===== src/design/apf_pkg.sv =====
// Purpose: Shared constants for the arbitration and pin function registers.
// Assumes: 32-bit APB data, registers at full byte addresses.
// Notes: Field positions, reset values and write masks live here; ports C, D and F reset from straps.

package apf_pkg;

	// ****************************************************************
	// Register addresses and reset values
	// ****************************************************************
	localparam logic [31:0] ARB_ADDR = 32'hB000_0008;
	localparam logic [31:0] PIN_ADDR = 32'hB000_000C;
	localparam logic [31:0] ARB_RESET = 32'h0000_0000;
	localparam logic [31:0] PIN_RESET = 32'h0800_0000;
	localparam logic [31:0] ARB_WRITE_MASK = 32'h0000_0017;
	localparam logic [31:0] ARB_READ_MASK = 32'h0000_001F;
	localparam logic [31:0] PIN_WRITE_MASK = 32'h0903_DFFE;

	// ****************************************************************
	// Arbitration control fields
	// ****************************************************************
	localparam int ARB_CPU_MODE_BIT = 0;
	localparam int ARB_MASTER_MODE_BIT = 1;
	localparam int ARB_BOOST_EN_BIT = 2;
	localparam int ARB_BOOST_ACT_BIT = 3;
	localparam int ARB_DEFAULT_GRANT_MASK_BIT = 4;

	// ****************************************************************
	// Pin function select fields
	// ****************************************************************
	localparam int PIN_F_BIT = 1;
	localparam int PIN_C_LSB = 2;
	localparam int PIN_D_LO_LSB = 4;
	localparam int PIN_D_HI_LSB = 6;
	localparam int PIN_E_UART0_BIT = 8;
	localparam int PIN_E_UART1_BIT = 9;
	localparam int PIN_E_UART2_BIT = 10;
	localparam int PIN_E_PCI_MID_BIT = 11;
	localparam int PIN_E_PCI_HI_BIT = 12;
	localparam int PIN_G_LO_LSB = 14;
	localparam int PIN_G_HI_LSB = 16;
	localparam int PIN_H_BIT = 24;
	localparam int PIN_I_BIT = 27;

	// ****************************************************************
	// Two-bit select codes
	// ****************************************************************
	localparam logic [1:0] SEL_GPIO = 2'h0;
	localparam logic [1:0] SEL_ALT1 = 2'h1;
	localparam logic [1:0] SEL_ALT2 = 2'h2;

	// Merges write data into a word under byte strobes and a field mask.
	function automatic logic [31:0] apf_merge(input logic [31:0] old_val,
		input logic [31:0] new_val, input logic [3:0] strb,
		input logic [31:0] mask);
		logic [31:0] lanes;
		lanes = {{8{strb[3]}}, {8{strb[2]}}, {8{strb[1]}}, {8{strb[0]}}};
		lanes = lanes & mask;
		return (old_val & ~lanes) | (new_val & lanes);
	endfunction

	// Tells whether a two-bit field holds the given code.
	function automatic logic apf_is_code(input logic [31:0] word,
		input int lsb, input logic [1:0] code);
		return word[lsb+:2] == code;
	endfunction

endpackage


===== src/design/apf_regs.sv =====
// Purpose: Arbitration control and pin function select registers on APB.
// Assumes: Straps and the interrupt pending level are synchronous inputs.
// Notes: Straps are sampled while srst is high to seed port C, D and F.
//
// Contract
// - Mask bit clear keeps bridge default grant
// - Boost active follows unmasked core interrupt
// - Boost active only under fixed priority
// - Boost enable raises core to second
// - Boost enable needs both buses fixed
// - Master bus mode: fixed or rotating
// - Core bus mode: fixed or rotating
// - Port I selects GPIO or watchdog
// - Port H selects GPIO or interrupts
// - Port G fields choose GPIO, I2C, serial
// - Port E bits choose PCI or UARTs
// - Port D fields choose GPIO or PCI
// - Port C field chooses GPIO or PCI
//
// Added by the designer: the APB slave port.

`timescale 1ns/1ps

module apf_regs (
	input wire logic sys_clk,
	input wire logic srst,
	input wire logic ce,
	input wire logic psel,
	input wire logic penable,
	input wire logic pwrite,
	input wire logic [31:0] paddr,
	input wire logic [31:0] pwdata,
	input wire logic [3:0] pstrb,
	output logic [31:0] prdata,
	output logic pready,
	output logic pslverr,
	input wire logic strap_pci,
	input wire logic strap_rmii,
	input wire logic cpu_irq_pending,
	output logic default_grant_mask,
	output logic master_bus_priority_mode,
	output logic cpu_bus_priority_mode,
	output logic cpu_priority_second,
	output logic priority_boost_active,
	output logic port_i_watchdog,
	output logic port_h_irq,
	output logic [1:0] port_g_i2c,
	output logic [1:0] port_g_serial,
	output logic [1:0] port_e_pci,
	output logic [2:0] port_e_uart,
	output logic [1:0] port_d_pci,
	output logic port_c_pci,
	output logic port_f_rmii
);

	// ****************************************************************
	// Bus front end
	// ****************************************************************
	logic hit_arb;
	logic hit_pin;
	logic wr_arb;
	logic wr_pin;
	logic rd_setup;

	apf_apb_slave u_apb (
		.ce(ce),
		.psel(psel),
		.penable(penable),
		.pwrite(pwrite),
		.paddr(paddr),
		.hit_arb(hit_arb),
		.hit_pin(hit_pin),
		.wr_arb(wr_arb),
		.wr_pin(wr_pin),
		.rd_setup(rd_setup),
		.pready(pready),
		.pslverr(pslverr)
	);

	// ****************************************************************
	// Write data merge
	// ****************************************************************
	logic [31:0] arb_word;
	logic [31:0] pin_word;
	logic [31:0] arb_next;
	logic [31:0] pin_next;

	assign arb_next = apf_pkg::apf_merge(arb_word, pwdata, pstrb,
		apf_pkg::ARB_WRITE_MASK);
	assign pin_next = apf_pkg::apf_merge(pin_word, pwdata, pstrb,
		apf_pkg::PIN_WRITE_MASK);

	// ****************************************************************
	// Arbitration control
	// ****************************************************************
	logic default_grant_mask_reg;
	logic boost_en_reg;
	logic master_mode_reg;
	logic cpu_mode_reg;
	logic boost_act_reg;
	logic boost_ok_reg;
	logic both_fixed;

	always_ff @(posedge sys_clk) begin
		if (srst) begin
			default_grant_mask_reg <= apf_pkg::ARB_RESET[apf_pkg::ARB_DEFAULT_GRANT_MASK_BIT];
		end else if (ce && wr_arb) begin
			default_grant_mask_reg <= arb_next[apf_pkg::ARB_DEFAULT_GRANT_MASK_BIT];
		end
	end

	always_ff @(posedge sys_clk) begin
		if (srst) begin
			boost_en_reg <= apf_pkg::ARB_RESET[apf_pkg::ARB_BOOST_EN_BIT];
		end else if (ce && wr_arb) begin
			boost_en_reg <= arb_next[apf_pkg::ARB_BOOST_EN_BIT];
		end
	end

	// ****************************************************************
	// Priority modes
	// ****************************************************************
	// master bus mode
	always_ff @(posedge sys_clk) begin
		if (srst) begin
			master_mode_reg <=
				apf_pkg::ARB_RESET[apf_pkg::ARB_MASTER_MODE_BIT];
		end else if (ce && wr_arb) begin
			master_mode_reg <= arb_next[apf_pkg::ARB_MASTER_MODE_BIT];
		end
	end

	always_ff @(posedge sys_clk) begin
		if (srst) begin
			cpu_mode_reg <= apf_pkg::ARB_RESET[apf_pkg::ARB_CPU_MODE_BIT];
		end else if (ce && wr_arb) begin
			cpu_mode_reg <= arb_next[apf_pkg::ARB_CPU_MODE_BIT];
		end
	end

	assign both_fixed = ~master_mode_reg & ~cpu_mode_reg;

	// ****************************************************************
	// Priority boost
	// ****************************************************************
	// boost gated by fixed modes
	always_ff @(posedge sys_clk) begin
		if (srst) begin
			boost_ok_reg <= 1'b0;
		end else if (ce) begin
			boost_ok_reg <= boost_en_reg & both_fixed;
		end
	end

	always_ff @(posedge sys_clk) begin
		if (srst) begin
			boost_act_reg <= 1'b0;
		end else if (ce) begin
			boost_act_reg <= boost_en_reg & both_fixed & cpu_irq_pending;
		end
	end

	// ****************************************************************
	// Arbitration word
	// ****************************************************************
	assign arb_word = {27'h0, default_grant_mask_reg, boost_act_reg, boost_en_reg,
		master_mode_reg, cpu_mode_reg};

	// ****************************************************************
	// Pin function select
	// ****************************************************************
	logic port_i_reg;
	logic port_h_reg;
	logic [1:0] port_g_hi_reg;
	logic [1:0] port_g_lo_reg;
	logic [1:0] port_e_pci_reg;
	logic [2:0] port_e_uart_reg;
	logic [1:0] port_d_hi_reg;
	logic [1:0] port_d_lo_reg;
	logic [1:0] port_c_reg;
	logic port_f_reg;

	// ****************************************************************
	// Ports I and H
	// ****************************************************************
	// port I select
	always_ff @(posedge sys_clk) begin
		if (srst) begin
			port_i_reg <= apf_pkg::PIN_RESET[apf_pkg::PIN_I_BIT];
		end else if (ce && wr_pin) begin
			port_i_reg <= pin_next[apf_pkg::PIN_I_BIT];
		end
	end

	always_ff @(posedge sys_clk) begin
		if (srst) begin
			port_h_reg <= apf_pkg::PIN_RESET[apf_pkg::PIN_H_BIT];
		end else if (ce && wr_pin) begin
			port_h_reg <= pin_next[apf_pkg::PIN_H_BIT];
		end
	end

	// ****************************************************************
	// Port G fields
	// ****************************************************************
	// port G high field
	always_ff @(posedge sys_clk) begin
		if (srst) begin
			port_g_hi_reg <= apf_pkg::PIN_RESET[apf_pkg::PIN_G_HI_LSB+:2];
		end else if (ce && wr_pin) begin
			port_g_hi_reg <= pin_next[apf_pkg::PIN_G_HI_LSB+:2];
		end
	end

	always_ff @(posedge sys_clk) begin
		if (srst) begin
			port_g_lo_reg <= apf_pkg::PIN_RESET[apf_pkg::PIN_G_LO_LSB+:2];
		end else if (ce && wr_pin) begin
			port_g_lo_reg <= pin_next[apf_pkg::PIN_G_LO_LSB+:2];
		end
	end

	// ****************************************************************
	// Port E routes
	// ****************************************************************
	// port E PCI bits
	always_ff @(posedge sys_clk) begin
		if (srst) begin
			port_e_pci_reg <=
				apf_pkg::PIN_RESET[apf_pkg::PIN_E_PCI_MID_BIT+:2];
		end else if (ce && wr_pin) begin
			port_e_pci_reg <= pin_next[apf_pkg::PIN_E_PCI_MID_BIT+:2];
		end
	end

	always_ff @(posedge sys_clk) begin
		if (srst) begin
			port_e_uart_reg <=
				apf_pkg::PIN_RESET[apf_pkg::PIN_E_UART0_BIT+:3];
		end else if (ce && wr_pin) begin
			port_e_uart_reg <= pin_next[apf_pkg::PIN_E_UART0_BIT+:3];
		end
	end

	// ****************************************************************
	// Strap seeded fields
	// ****************************************************************
	// port D high strap default
	always_ff @(posedge sys_clk) begin
		if (srst) begin
			port_d_hi_reg <= strap_pci ? apf_pkg::SEL_ALT1 :
				apf_pkg::SEL_GPIO;
		end else if (ce && wr_pin) begin
			port_d_hi_reg <= pin_next[apf_pkg::PIN_D_HI_LSB+:2];
		end
	end

	always_ff @(posedge sys_clk) begin
		if (srst) begin
			port_d_lo_reg <= strap_pci ? apf_pkg::SEL_ALT1 :
				apf_pkg::SEL_GPIO;
		end else if (ce && wr_pin) begin
			port_d_lo_reg <= pin_next[apf_pkg::PIN_D_LO_LSB+:2];
		end
	end

	always_ff @(posedge sys_clk) begin
		if (srst) begin
			port_c_reg <= strap_pci ? apf_pkg::SEL_ALT1 : apf_pkg::SEL_GPIO;
		end else if (ce && wr_pin) begin
			port_c_reg <= pin_next[apf_pkg::PIN_C_LSB+:2];
		end
	end

	// Port F follows the interface strap after reset.
	always_ff @(posedge sys_clk) begin
		if (srst) begin
			port_f_reg <= strap_rmii;
		end else if (ce && wr_pin) begin
			port_f_reg <= pin_next[apf_pkg::PIN_F_BIT];
		end
	end

	// ****************************************************************
	// Pin function word
	// ****************************************************************
	// reserved bits zero
	assign pin_word = {4'h0, port_i_reg, 2'h0, port_h_reg, 6'h0,
		port_g_hi_reg, port_g_lo_reg, 1'b0, port_e_pci_reg,
		port_e_uart_reg, port_d_hi_reg, port_d_lo_reg, port_c_reg,
		port_f_reg, 1'b0};

	// ****************************************************************
	// Read data
	// ****************************************************************
	always_ff @(posedge sys_clk) begin
		if (srst) begin
			prdata <= 32'h0000_0000;
		end else if (rd_setup) begin
			if (hit_arb) begin
				prdata <= arb_word & apf_pkg::ARB_READ_MASK;
			end else if (hit_pin) begin
				prdata <= pin_word;
			end else begin
				prdata <= 32'h0000_0000;
			end
		end
	end

	// ****************************************************************
	// Arbiter outputs
	// ****************************************************************
	assign default_grant_mask = default_grant_mask_reg;
	assign master_bus_priority_mode = master_mode_reg;
	assign cpu_bus_priority_mode = cpu_mode_reg;
	assign cpu_priority_second = boost_ok_reg;
	assign priority_boost_active = boost_act_reg;

	// ****************************************************************
	// Pin function decode
	// ****************************************************************
	apf_pin_decode u_decode (
		.sys_clk(sys_clk),
		.srst(srst),
		.ce(ce),
		.sel_word(pin_word),
		.port_i_watchdog(port_i_watchdog),
		.port_h_irq(port_h_irq),
		.port_g_i2c(port_g_i2c),
		.port_g_serial(port_g_serial),
		.port_e_pci(port_e_pci),
		.port_e_uart(port_e_uart),
		.port_d_pci(port_d_pci),
		.port_c_pci(port_c_pci),
		.port_f_rmii(port_f_rmii)
	);

endmodule


===== src/design/apf_apb_slave.sv =====
// Purpose: APB address decode and handshake for the register bank.
// Assumes: Zero wait states; ce low stretches the access phase.
// Notes: Unmapped addresses answer with pslverr in the access phase.

`timescale 1ns/1ps

module apf_apb_slave (
	input wire logic ce,
	input wire logic psel,
	input wire logic penable,
	input wire logic pwrite,
	input wire logic [31:0] paddr,
	output logic hit_arb,
	output logic hit_pin,
	output logic wr_arb,
	output logic wr_pin,
	output logic rd_setup,
	output logic pready,
	output logic pslverr
);

	// ****************************************************************
	// Decode and strobes
	// ****************************************************************
	logic access;

	assign hit_arb = paddr == apf_pkg::ARB_ADDR;
	assign hit_pin = paddr == apf_pkg::PIN_ADDR;
	assign access = psel & penable & ce;
	assign wr_arb = access & pwrite & hit_arb;
	assign wr_pin = access & pwrite & hit_pin;
	assign rd_setup = psel & ~penable & ce;
	assign pready = ce;
	assign pslverr = access & ~(hit_arb | hit_pin);

endmodule


===== src/design/apf_pin_decode.sv =====
// Purpose: Registered decode of the pin function select word.
// Assumes: Reserved codes leave the pins as GPIO.
// Notes: Outputs follow the register one cycle later.

`timescale 1ns/1ps

module apf_pin_decode (
	input wire logic sys_clk,
	input wire logic srst,
	input wire logic ce,
	input wire logic [31:0] sel_word,
	output logic port_i_watchdog,
	output logic port_h_irq,
	output logic [1:0] port_g_i2c,
	output logic [1:0] port_g_serial,
	output logic [1:0] port_e_pci,
	output logic [2:0] port_e_uart,
	output logic [1:0] port_d_pci,
	output logic port_c_pci,
	output logic port_f_rmii
);

	// ****************************************************************
	// Function outputs
	// ****************************************************************
	always_ff @(posedge sys_clk) begin
		if (srst) begin
			port_i_watchdog <= apf_pkg::PIN_RESET[apf_pkg::PIN_I_BIT];
			port_h_irq <= 1'b0;
			port_g_i2c <= 2'h0;
			port_g_serial <= 2'h0;
			port_e_pci <= 2'h0;
			port_e_uart <= 3'h0;
			port_d_pci <= 2'h0;
			port_c_pci <= 1'b0;
			port_f_rmii <= 1'b0;
		end else if (ce) begin
			port_i_watchdog <= sel_word[apf_pkg::PIN_I_BIT];
			port_h_irq <= sel_word[apf_pkg::PIN_H_BIT];
			port_g_i2c <= {
				apf_pkg::apf_is_code(sel_word, apf_pkg::PIN_G_HI_LSB,
					apf_pkg::SEL_ALT1),
				apf_pkg::apf_is_code(sel_word, apf_pkg::PIN_G_LO_LSB,
					apf_pkg::SEL_ALT1)};
			port_g_serial <= {
				apf_pkg::apf_is_code(sel_word, apf_pkg::PIN_G_HI_LSB,
					apf_pkg::SEL_ALT2),
				apf_pkg::apf_is_code(sel_word, apf_pkg::PIN_G_LO_LSB,
					apf_pkg::SEL_ALT2)};
			port_e_pci <= {sel_word[apf_pkg::PIN_E_PCI_HI_BIT],
				sel_word[apf_pkg::PIN_E_PCI_MID_BIT]};
			port_e_uart <= {sel_word[apf_pkg::PIN_E_UART2_BIT],
				sel_word[apf_pkg::PIN_E_UART1_BIT],
				sel_word[apf_pkg::PIN_E_UART0_BIT]};
			port_d_pci <= {
				apf_pkg::apf_is_code(sel_word, apf_pkg::PIN_D_HI_LSB,
					apf_pkg::SEL_ALT1),
				apf_pkg::apf_is_code(sel_word, apf_pkg::PIN_D_LO_LSB,
					apf_pkg::SEL_ALT1)};
			port_c_pci <= apf_pkg::apf_is_code(sel_word,
				apf_pkg::PIN_C_LSB, apf_pkg::SEL_ALT1);
			port_f_rmii <= sel_word[apf_pkg::PIN_F_BIT];
		end
	end

endmodule


===== config.mk =====
export PLATFORM = sky130hd
export DESIGN_NAME = apf_regs
export DESIGN_NICKNAME = d
export VERILOG_FILES = /design/src/design/apf_pkg.sv /design/src/design/apf_regs.sv /design/src/design/apf_apb_slave.sv /design/src/design/apf_pin_decode.sv
export SDC_FILE = /design/constraint.sdc
export NUM_CORES = 1
export LEC_CHECK = 0
export ABC_AREA = 1
export BUFFER_PORTS_ARGS = -buffer_cell sky130_fd_sc_hd__buf_4
export CORE_AREA = 2 2 86 88
export DETAILED_ROUTE_END_ITERATION = 16
export DIE_AREA = 0 0 88 90
export HOLD_SLACK_MARGIN = 0.1
export PLACE_DENSITY = 0.66
export SLEW_MARGIN = 20
export SYNTH_ARGS = -nofsm -noshare
export SYNTH_HDL_FRONTEND = slang
export SYNTH_HIERARCHICAL = 1
export SYNTH_SLANG_ARGS = --single-unit

===== constraint.sdc =====
create_clock -name sys_clk -period 1.7 [get_ports sys_clk]
set_input_delay 0.085 -clock sys_clk [delete_from_list [all_inputs] [get_ports sys_clk]]
set_output_delay 0.085 -clock sys_clk [all_outputs]
set_load 0.005 [all_outputs]

==> Word level (Yosys, flattened, before mapping) <==
Cells that the tools add are included.
{ "totals": {"register_bits": 71, "in_bits": 77, "output_inout_bits": 54, "wordCells": 73} }
{ "op_classes": {"eq_ne": 9, "muxes": 11, "bitwise": 24, "n_reduce_logical": 3} }
{ "ops": {"columns": ["op", "count"], "rows": [
  ["$eq A32 B32 Y1 const B", 2],
  ["$and A28 B28 Y28", 2],
  ["$mux W28", 2],
  ["$not A28 Y28", 1],
  ["$or A28 B28 Y28", 1],
  ["$mux W2", 6],
  ["$and A1 B1 Y1", 11],
  ["$and A5 B5 Y5", 2],
  ["$eq A2 B1 Y1 const B", 5],
  ["$not A5 Y5", 1],
  ["$or A5 B5 Y5", 1],
  ["$eq A2 B2 Y1 const B", 2],
  ["$not A1 Y1", 4],
  ["$mux W1", 3],
  ["$logic_and A1 B1 Y1", 2],
  ["$reduce_bool A2 Y1", 1],
  ["$or A1 B1 Y1", 1]
]} }

==> Logic depth before layout (Yosys ltp) <==
Gate-level depths: netlist of the first run.
{ "depth": {"ltp_word": 7, "depth_mapped": 12} }

==> By module <==
The synthesis of the first run kept the hierarchy.
{ "modules_own_cells": {"columns": ["module", "n_inst", "cells_each", "area_per_inst_um2", "seq_area_each_um2"], "rows": [
  ["apf_regs", 1, 217, 1859.3, 930.9],
  ["apf_pin_decode", 1, 74, 594.3, 300.3],
  ["apf_apb_slave", 1, 73, 282.8, 0.0]
]} }

==> Worst setup path after synthesis of the first run <==
No wires, ideal clock.
{ "synth_path": {"path_kind": "input-to-reg", "from": "in paddr[24]", "to": "reg (tool-made name)", "t_arrival_ps": 1175, "slack_ps": 163, "stages": 9, "path_buffers": 0, "path_cell_list": "inv_1 -> nand2_1 -> nor2_1 -> nand2_1 -> nor2_2 -> nand2_1 -> nor2_1 -> nand2_1 -> o21ai_0"} }
{ "synth_rtl": {"columns": ["element", "line_no", "rtl"], "rows": [
  ["start: declaration", "apf_regs.sv:31", "input wire logic [31:0] paddr,"]
]} }

==> impl_summary.txt, run 1 <==
----------------------------------------------------
[Timing]
  Number of hold violations in the final report ... 0
  Final setup violation count ... 0
  Final worst path period share ... a little over nine tenths
  Max Freq ... between 600 and 700 MHz
  Max-slew violation count ... 0
  Transition time at the pin with the least slew margin ... 0.575 ns
  Setup WS post-layout ... between 0.1 and 0.15 ns
  Setup TNS ... 0 ns
  Final period demand of the worst path ... 1.60 ns
  Relative slew margins ... between 60 and 70%
  Maximum clock skew at final layout ... 0.00301 ns
  Hold Slack ... approximately 0.11 ns

[Die]
  Die Span Y ... ~90 µm
  Row count ... 31
  Area inside the core boundary ... approximately 7000 µm²
  Starting Density ... 39.0%
  Full die area ... around 7900 µm²
  Top-Level Pins ... around 130
  Die Wd ... 88 µm

[Drt]
  # DRC ... 0
  Iteration-0 DRC Markers ... about 140
  Total number of vias ... approximately 2800
  Sum of met3 wire segment lengths after detailed routing ... between 200 and 300 µm
  Post-route antenna net violation count ... 0
  Highest Signal Layer ... met4
  M1 wire length ... between 3 and 4 mm
  Mean number of vias per cell ... around 4.6
  Detail Route met2 WL ... 3.67 mm
  Detailed-routing iteration count for the pre-antenna-repair pass ... 4
  Routed length per instance ... roughly 12 µm
  DRT Wirelength ... between 7 and 8 mm

[Final layout]
  Cell area after layout ... between 4000 and 5000 µm²
  Final-stage net count ... 574
  Fill cell instance count of the final layout ... around 650
  Area taken by flip-flops and latches ... 1230 µm²
  Antenna cells ... 0
  Fraction of layout cells with a size suffix above 1 ... 31.1%
  Final Instance Count excl. Fillers ... between 600 and 700
  Leading cell type in the layout, fill and taps excluded ... sky130_fd_sc_hd__buf_4
  End-of-flow core utilization ... between 50 and 60%
  Area growth from synthesis to final layout ... 47.0%
  Area used by multi-input combinational logic ... between 1000 and 1500 µm²
  Commonest cells after routing, fill and taps aside ... sky130_fd_sc_hd__buf_4, sky130_fd_sc_hd__nand2_1, sky130_fd_sc_hd__dfxtp_1, sky130_fd_sc_hd__inv_1, sky130_fd_sc_hd__nor2_1

[Placement]
  Setup slack at placement ... a little under 0.09 ns
  Cell area after placement ... about 3500 µm²
  Final weighted congestion in routability-driven placement ... between 0.7 and 0.8
  HPWL reported at the end of detailed placement ... 5.15 mm
  Number of input and output port buffers inserted ... 104
  Inst Count DP ... approximately 550

[Min path]
  Worst Hold Path Cells ... 3
  Min-delay src ... strap_pci
  Worst hold path class ... in -> reg

[Synthesis]
  Sequential cell area fraction in the yosys report ... ~45%
  Yosys Warn Count ... 6
  Number of synthesized register bits ... 58
  Unique masters post-synth ... 25
  Netlist area before placement ... about 2700 µm²
  Synthesized area per cell ... around 7.5 µm²
  Number of standard cells after synthesis ... around 360

[Global routing]
  Vias in the first global route ... roughly 2700
  Total routing resource utilization after global routing ... 18.8%
  First-pass GRT wire length ... approximately 12 mm
  Global route overflow ... 0
  Largest net degree at the start of global routing ... 42
  Initial antenna violation count ... 0

[Critical path]
  Worst setup path start ... paddr[4]
  Logic depth of the worst register-to-register path ... 2
  End of the worst register-to-register path ... port_d_lo_reg[1]
  Type of the setup path with the least slack ... in -> reg
  Startpoint of the worst register-to-register path ... port_d_lo_reg[1]
  Endpoint type of the worst setup path ... flip-flop
  Largest driver fanout on the critical path ... 7
  Arrival time at the worst endpoint ... approximately 1.8 ns
  Setup crit start kind ... input port
  R2R setup slack ... 0.85 ns
  Worst EP required ... 1.95 ns

[CTS]
  Number of buffers created by CTS ... 9
  Clk buf depth ... 2
  Clock Latency Late Sink ... ~0.32 ns
  Clk sinks ... between 50 and 60
  TritonCTS clock tree ... done
  Clock Pin Slew Worst Setup and Hold Paths ... approximately 0.060 ns
  Number of levels in the clock H-tree ... 3
  Buffers inserted by post-CTS timing repair ... 0
  Root buf cell ... sky130_fd_sc_hd__clkbuf_8

[Power]
  Cell leakage power ... between 1.5 and 2 nW
  Cell area power density ... roughly 760 nW/µm²
  Total chip power ... 3.07 mW
  Peak supply drop ... 0.364 mV

[Run status]
  Outcome ... completed

[Flow run]
  Max-cap violations ... 0

----------------------------------------------------
-- timing repair --
item                                    CTS  global route
hold endpoints to repair                 20             0
endpoints found under the setup margin    0            11
hold buffers                             31             0
gates resized for setup                   0             6
-- power breakdown --
part	switching, mW	internal (mW)	total (mW)	leakage (nW)
combinational	0.178	0.222	0.400	1.22
clock	0.500	0.698	1.20	0.0989
sequential	0.0300	1.44	1.47	0.485
-- cells in the mapped netlist --
cell,n,area [µm²]
sky130_fd_sc_hd__inv_6,1,8.76
sky130_fd_sc_hd__clkbuf_1,2,7.51
sky130_fd_sc_hd__buf_6,1,11.3
sky130_fd_sc_hd__nor2_4,1,11.3
sky130_fd_sc_hd__nand4_1,15,93.8
sky130_fd_sc_hd__a21oi_2,12,105
sky130_fd_sc_hd__nor2_1,39,146
sky130_fd_sc_hd__clkbuf_2,3,15.0
sky130_fd_sc_hd__edfxtp_1,7,210
sky130_fd_sc_hd__o21ai_0,26,130
sky130_fd_sc_hd__buf_4,14,105
sky130_fd_sc_hd__clkinv_1,1,3.75
sky130_fd_sc_hd__a21oi_1,36,180
sky130_fd_sc_hd__nand2_1,71,267
sky130_fd_sc_hd__dfxtp_1,51,1020
sky130_fd_sc_hd__nand2_2,11,68.8
sky130_fd_sc_hd__inv_1,37,139
sky130_fd_sc_hd__nor2_2,2,12.5
sky130_fd_sc_hd__buf_2,8,40.0
sky130_fd_sc_hd__buf_8,2,30.0
sky130_fd_sc_hd__buf_12,1,20.0
sky130_fd_sc_hd__o21ai_1,8,40.0
sky130_fd_sc_hd__nand3_1,11,55.1
sky130_fd_sc_hd__inv_2,3,11.3
sky130_fd_sc_hd__conb_1,1,3.75
-- layer usage --
| metal | GRT usage [%] | vias to the layer above |
|---|---|---|
| met2 | 30.2 | 71 |
| met3 | 3.95 | 10 |
| met4 | 6.41 | 0 |
| li1 | - | 1418 |
| met1 | 24.8 | 1288 |
| met5 | 0 | - |
-- kinds of logic (layout without fill, tap and decap cells) --
kind of cell | count (synthesis) | after routing | synth area share, %
other cells | 1 | 13 | 0.137
simple gates | 150 | 150 | 23.9
flops | 58 | 58 | 45.0
buf+inv | 73 | 199 | 14.3
compound gates | 82 | 82 | 16.6
-- worst max-delay path by stage --
stage                      endpoint
after floorplan           flip-flop
after global placement    flip-flop
after detailed placement  flip-flop
after CTS                 flip-flop
after global routing      flip-flop
final                     flip-flop
-- critical path: stages --
cell                            delay [ns]
sky130_fd_sc_hd__buf_4                0.11
sky130_fd_sc_hd__inv_1                0.05
sky130_fd_sc_hd__nand2_1              0.06
sky130_fd_sc_hd__nor2_2               0.12
sky130_fd_sc_hd__nand2_1              0.07
sky130_fd_sc_hd__nor2_1               0.13
sky130_fd_sc_hd__nand2_2              0.09
sky130_fd_sc_hd__nor2_4               0.16
sky130_fd_sc_hd__buf_6                0.14
sky130_fd_sc_hd__nand4_1              0.09
sky130_fd_sc_hd__dlygate4sd3_1        0.59
sky130_fd_sc_hd__a21oi_1              0.14
-- layout make-up --
cell class / count / area share [%]
Clock buffer: 15 / 4.67
Timing Repair Buffer: 141 / 28.3
Sequential cell: 58 / 30.6
Inverter: 42 / 4.04
Tap cell: 99 / 3.08
Multi-Input combinational cell: 245 / 29.1
Clock inverter: 1 / 0.124
Note: power is estimated with default switching activity, not from simulation.
==> run 2, diff against run 1 <==
--- a/config.mk
+++ b/config.mk
@@ -12,6 +12,7 @@
 export DIE_AREA = 0 0 88 90
 export HOLD_SLACK_MARGIN = 0.1
 export PLACE_DENSITY = 0.66
+export SETUP_SLACK_MARGIN = 0.3
 export SLEW_MARGIN = 20
 export SYNTH_ARGS = -nofsm -noshare
 export SYNTH_HDL_FRONTEND = slang
==> run 2 against run 1 <==
Sequential share of layout area is 0.40 points higher. Critical path depth fell by 7. Maximum frequency rose by 16%. Worst setup slack better by 0.22 ns. Power up 3.1%. Die area did not move. Non-clock buffer count is 9 lower. Cell count shrank 1.5%. Largest power group unchanged.
==> impl_summary.txt, run 2 (synthesized netlist as in run 1, its figures left out) <==
----------------------------------------------------
[Drt]
  Mean number of vias per cell ... 4.57 (-1.5%)
  Total number of vias ... 2704 (-3.0%)
  Post-route antenna net violation count ... 0 (unchanged)
  Routed length per instance ... 12.3 µm (+1.2%)
  # DRC ... 0 (unchanged)
  Detailed-routing iteration count for the pre-antenna-repair pass ... 4 (unchanged)
  DRT Wirelength ... 7.25 mm (-0.29%)
  Iteration-0 DRC Markers ... 135 (-4.3%)

[Global routing]
  Global route overflow ... 0 (unchanged)
  Vias in the first global route ... 2581 (-3.2%)
  First-pass GRT wire length ... 12.0 mm (+1.3%)
  Total routing resource utilization after global routing ... 19.1% (+0.29 points)
  Initial antenna violation count ... 0 (unchanged)
  Largest net degree at the start of global routing ... 42 (unchanged)

[Timing]
  Final worst path period share ... 81.0% (-13 points)
  Final period demand of the worst path ... 1.38 ns (-0.221 ns)
  Number of hold violations in the final report ... 0 (unchanged)
  Maximum clock skew at final layout ... 0.00578 ns (+0.00278 ns)
  Max-slew violation count ... 0 (unchanged)
  RSZ-0062 raised after global routing ... yes
  Hold Slack ... 0.115 ns (+0.00133 ns)
  Setup WS post-layout ... 0.323 ns (+0.221 ns)
  Max Freq ... 726 MHz (+16%)
  Setup TNS ... 0 ns (unchanged)
  Final setup violation count ... 0 (unchanged)

[Power]
  Total internal power ... 2.41 mW (+1.8%)
  Sw Pwr ... 761 µW (+7.5%)
  Cell area power density ... 798 nW/µm² (+4.5%)
  Peak supply drop ... 0.443 mV (+22%)
  Cell leakage power ... 1.81 nW (+0.32%)
  Clock network power share ... 40.6% (+1.6 points)
  Proportion of power drawn by flip-flops and latches ... 46.5% (-1.5 points)
  Switching part of the total power ... 24.0% (+0.97 points)
  Portion of total power attributed to combinational logic ... 12.9% (about the same)

[Die]
  Full die area ... 7920 µm² (unchanged)
  Die Wd ... 88 µm (unchanged)
  Die Span Y ... 90 µm (unchanged)
  Row count ... 31 (unchanged)
  Top-Level Pins ... 131 (unchanged)
  Starting Density ... 39.0% (unchanged)
  Area inside the core boundary ... 7020 µm² (unchanged)

[Run status]
  Outcome ... completed

[CTS]
  Clock Pin Slew Worst Setup and Hold Paths ... 0.06 ns (about the same)
  Number of buffers created by CTS ... 9 (unchanged)
  TritonCTS clock tree ... done
  Number of levels in the clock H-tree ... 3 (unchanged)
  Root buf cell ... sky130_fd_sc_hd__clkbuf_8
  Clk sinks ... 58 (unchanged)
  Clk buf depth ... 2 (unchanged)
  Clock Latency Late Sink ... 0.33 ns (about the same)

[Placement]
  Setup slack at placement ... 0.0588 ns (-0.0302 ns)
  HPWL reported at the end of detailed placement ... 5.20 mm (+1.0%)
  Number of input and output port buffers inserted ... 104 (unchanged)
  Final weighted congestion in routability-driven placement ... 0.805 (+4.4%)

[Final layout]
  Leading cell type in the layout, fill and taps excluded ... sky130_fd_sc_hd__buf_4
  Antenna cells ... 0 (unchanged)
  Final-stage net count ... 565 (-1.6%)
  End-of-flow core utilization ... 56.5% (-0.73 points)
  Area growth from synthesis to final layout ... 45.1%
  Commonest cells after routing, fill and taps aside ... sky130_fd_sc_hd__buf_4, sky130_fd_sc_hd__nand2_1, sky130_fd_sc_hd__dfxtp_1, sky130_fd_sc_hd__nor2_1, sky130_fd_sc_hd__inv_1
  Fraction of layout cells with a size suffix above 1 ... 32.5% (+1.4 points)

[Critical path]
  Worst EP required ... 1.78 ns (-0.17 ns)
  Endpoint type of the worst setup path ... flip-flop
  Setup crit start kind ... input port
  Arrival time at the worst endpoint ... 1.46 ns (-0.38 ns)
  Largest driver fanout on the critical path ... 3 (-4)
  Type of the setup path with the least slack ... in -> reg

[Flow run]
  Max-cap violations ... 0 (unchanged)

[Min path]
  Worst hold path class ... in -> reg

----------------------------------------------------
## run 2: layout make-up
| cell class | count | area [µm²] |
|---|---|---|
| Clock buffer | 13 | 190 |
| Clock inverter | 3 | 18.8 |
| Fill cell | 673 | 3050 |
| Inverter | 42 | 163 |
| Multi-Input combinational cell | 245 | 1180 |
| Sequential cell | 58 | 1230 |
| Tap cell | 99 | 124 |
| Timing Repair Buffer | 132 | 1060 |
## run 2: path summary, 6_finish.rpt
path | slack (ns) | end | depth (start not counted) | from
worst min register to register | 0.47 | cpu_priority_second | 2 | cpu_priority_second
worst max-delay path | 0.32 | flip-flop | 5 | strap_pci
worst max register to register | 0.86 | priority_boost_active | 3 | flip-flop
worst min-delay path | 0.12 | prdata[0] | 4 | penable
## run 2: power by group through the flow
stage	Clock [mW]	Sequential [mW]	Combinational [mW]
final	1.28	1.47	0.409
after global routing	1.35	1.48	0.456
after CTS	1.31	1.47	0.407
after detailed placement	0	1.50	0.361
after global placement	0	1.50	0.355
after floorplan	0	1.50	0.182
## run 2: timing repair
item | in CTS | in global routing
resized for setup | 0 | 4
buffers inserted | 0 | 1
hold buffers | 24 | 0
endpoints found under the hold margin | 20 | 0
endpoints found under the setup margin | 0 | 15
## run 2: metrics by stage
step                      instances  total power [mW]  area (µm²)
final                           592              3.17        3970
after global routing            592              3.29        3970
after CTS                       591              3.19        3940
after detailed placement        551              1.87        3490
after global placement          551              1.86        3490
after floorplan                 376              1.68        2790
## run 2: critical path: stages
cell	delay, ns
sky130_fd_sc_hd__dlygate4sd3_1	0.54
sky130_fd_sc_hd__buf_4	0.14
sky130_fd_sc_hd__nand2_2	0.09
sky130_fd_sc_hd__nand2_2	0.06
sky130_fd_sc_hd__dlygate4sd3_1	0.55
## run 2: per-layer routing
layer | GRT usage, % | part of all wire [%] | vias to the layer above
met4 | 7.44 | 1.7 | 0
met1 | 24.8 | 45 | 1221
met5 | 0 | 0 | -
met3 | 3.03 | 4.7 | 11
met2 | 31.4 | 48 | 74
li1 | - | - | 1398
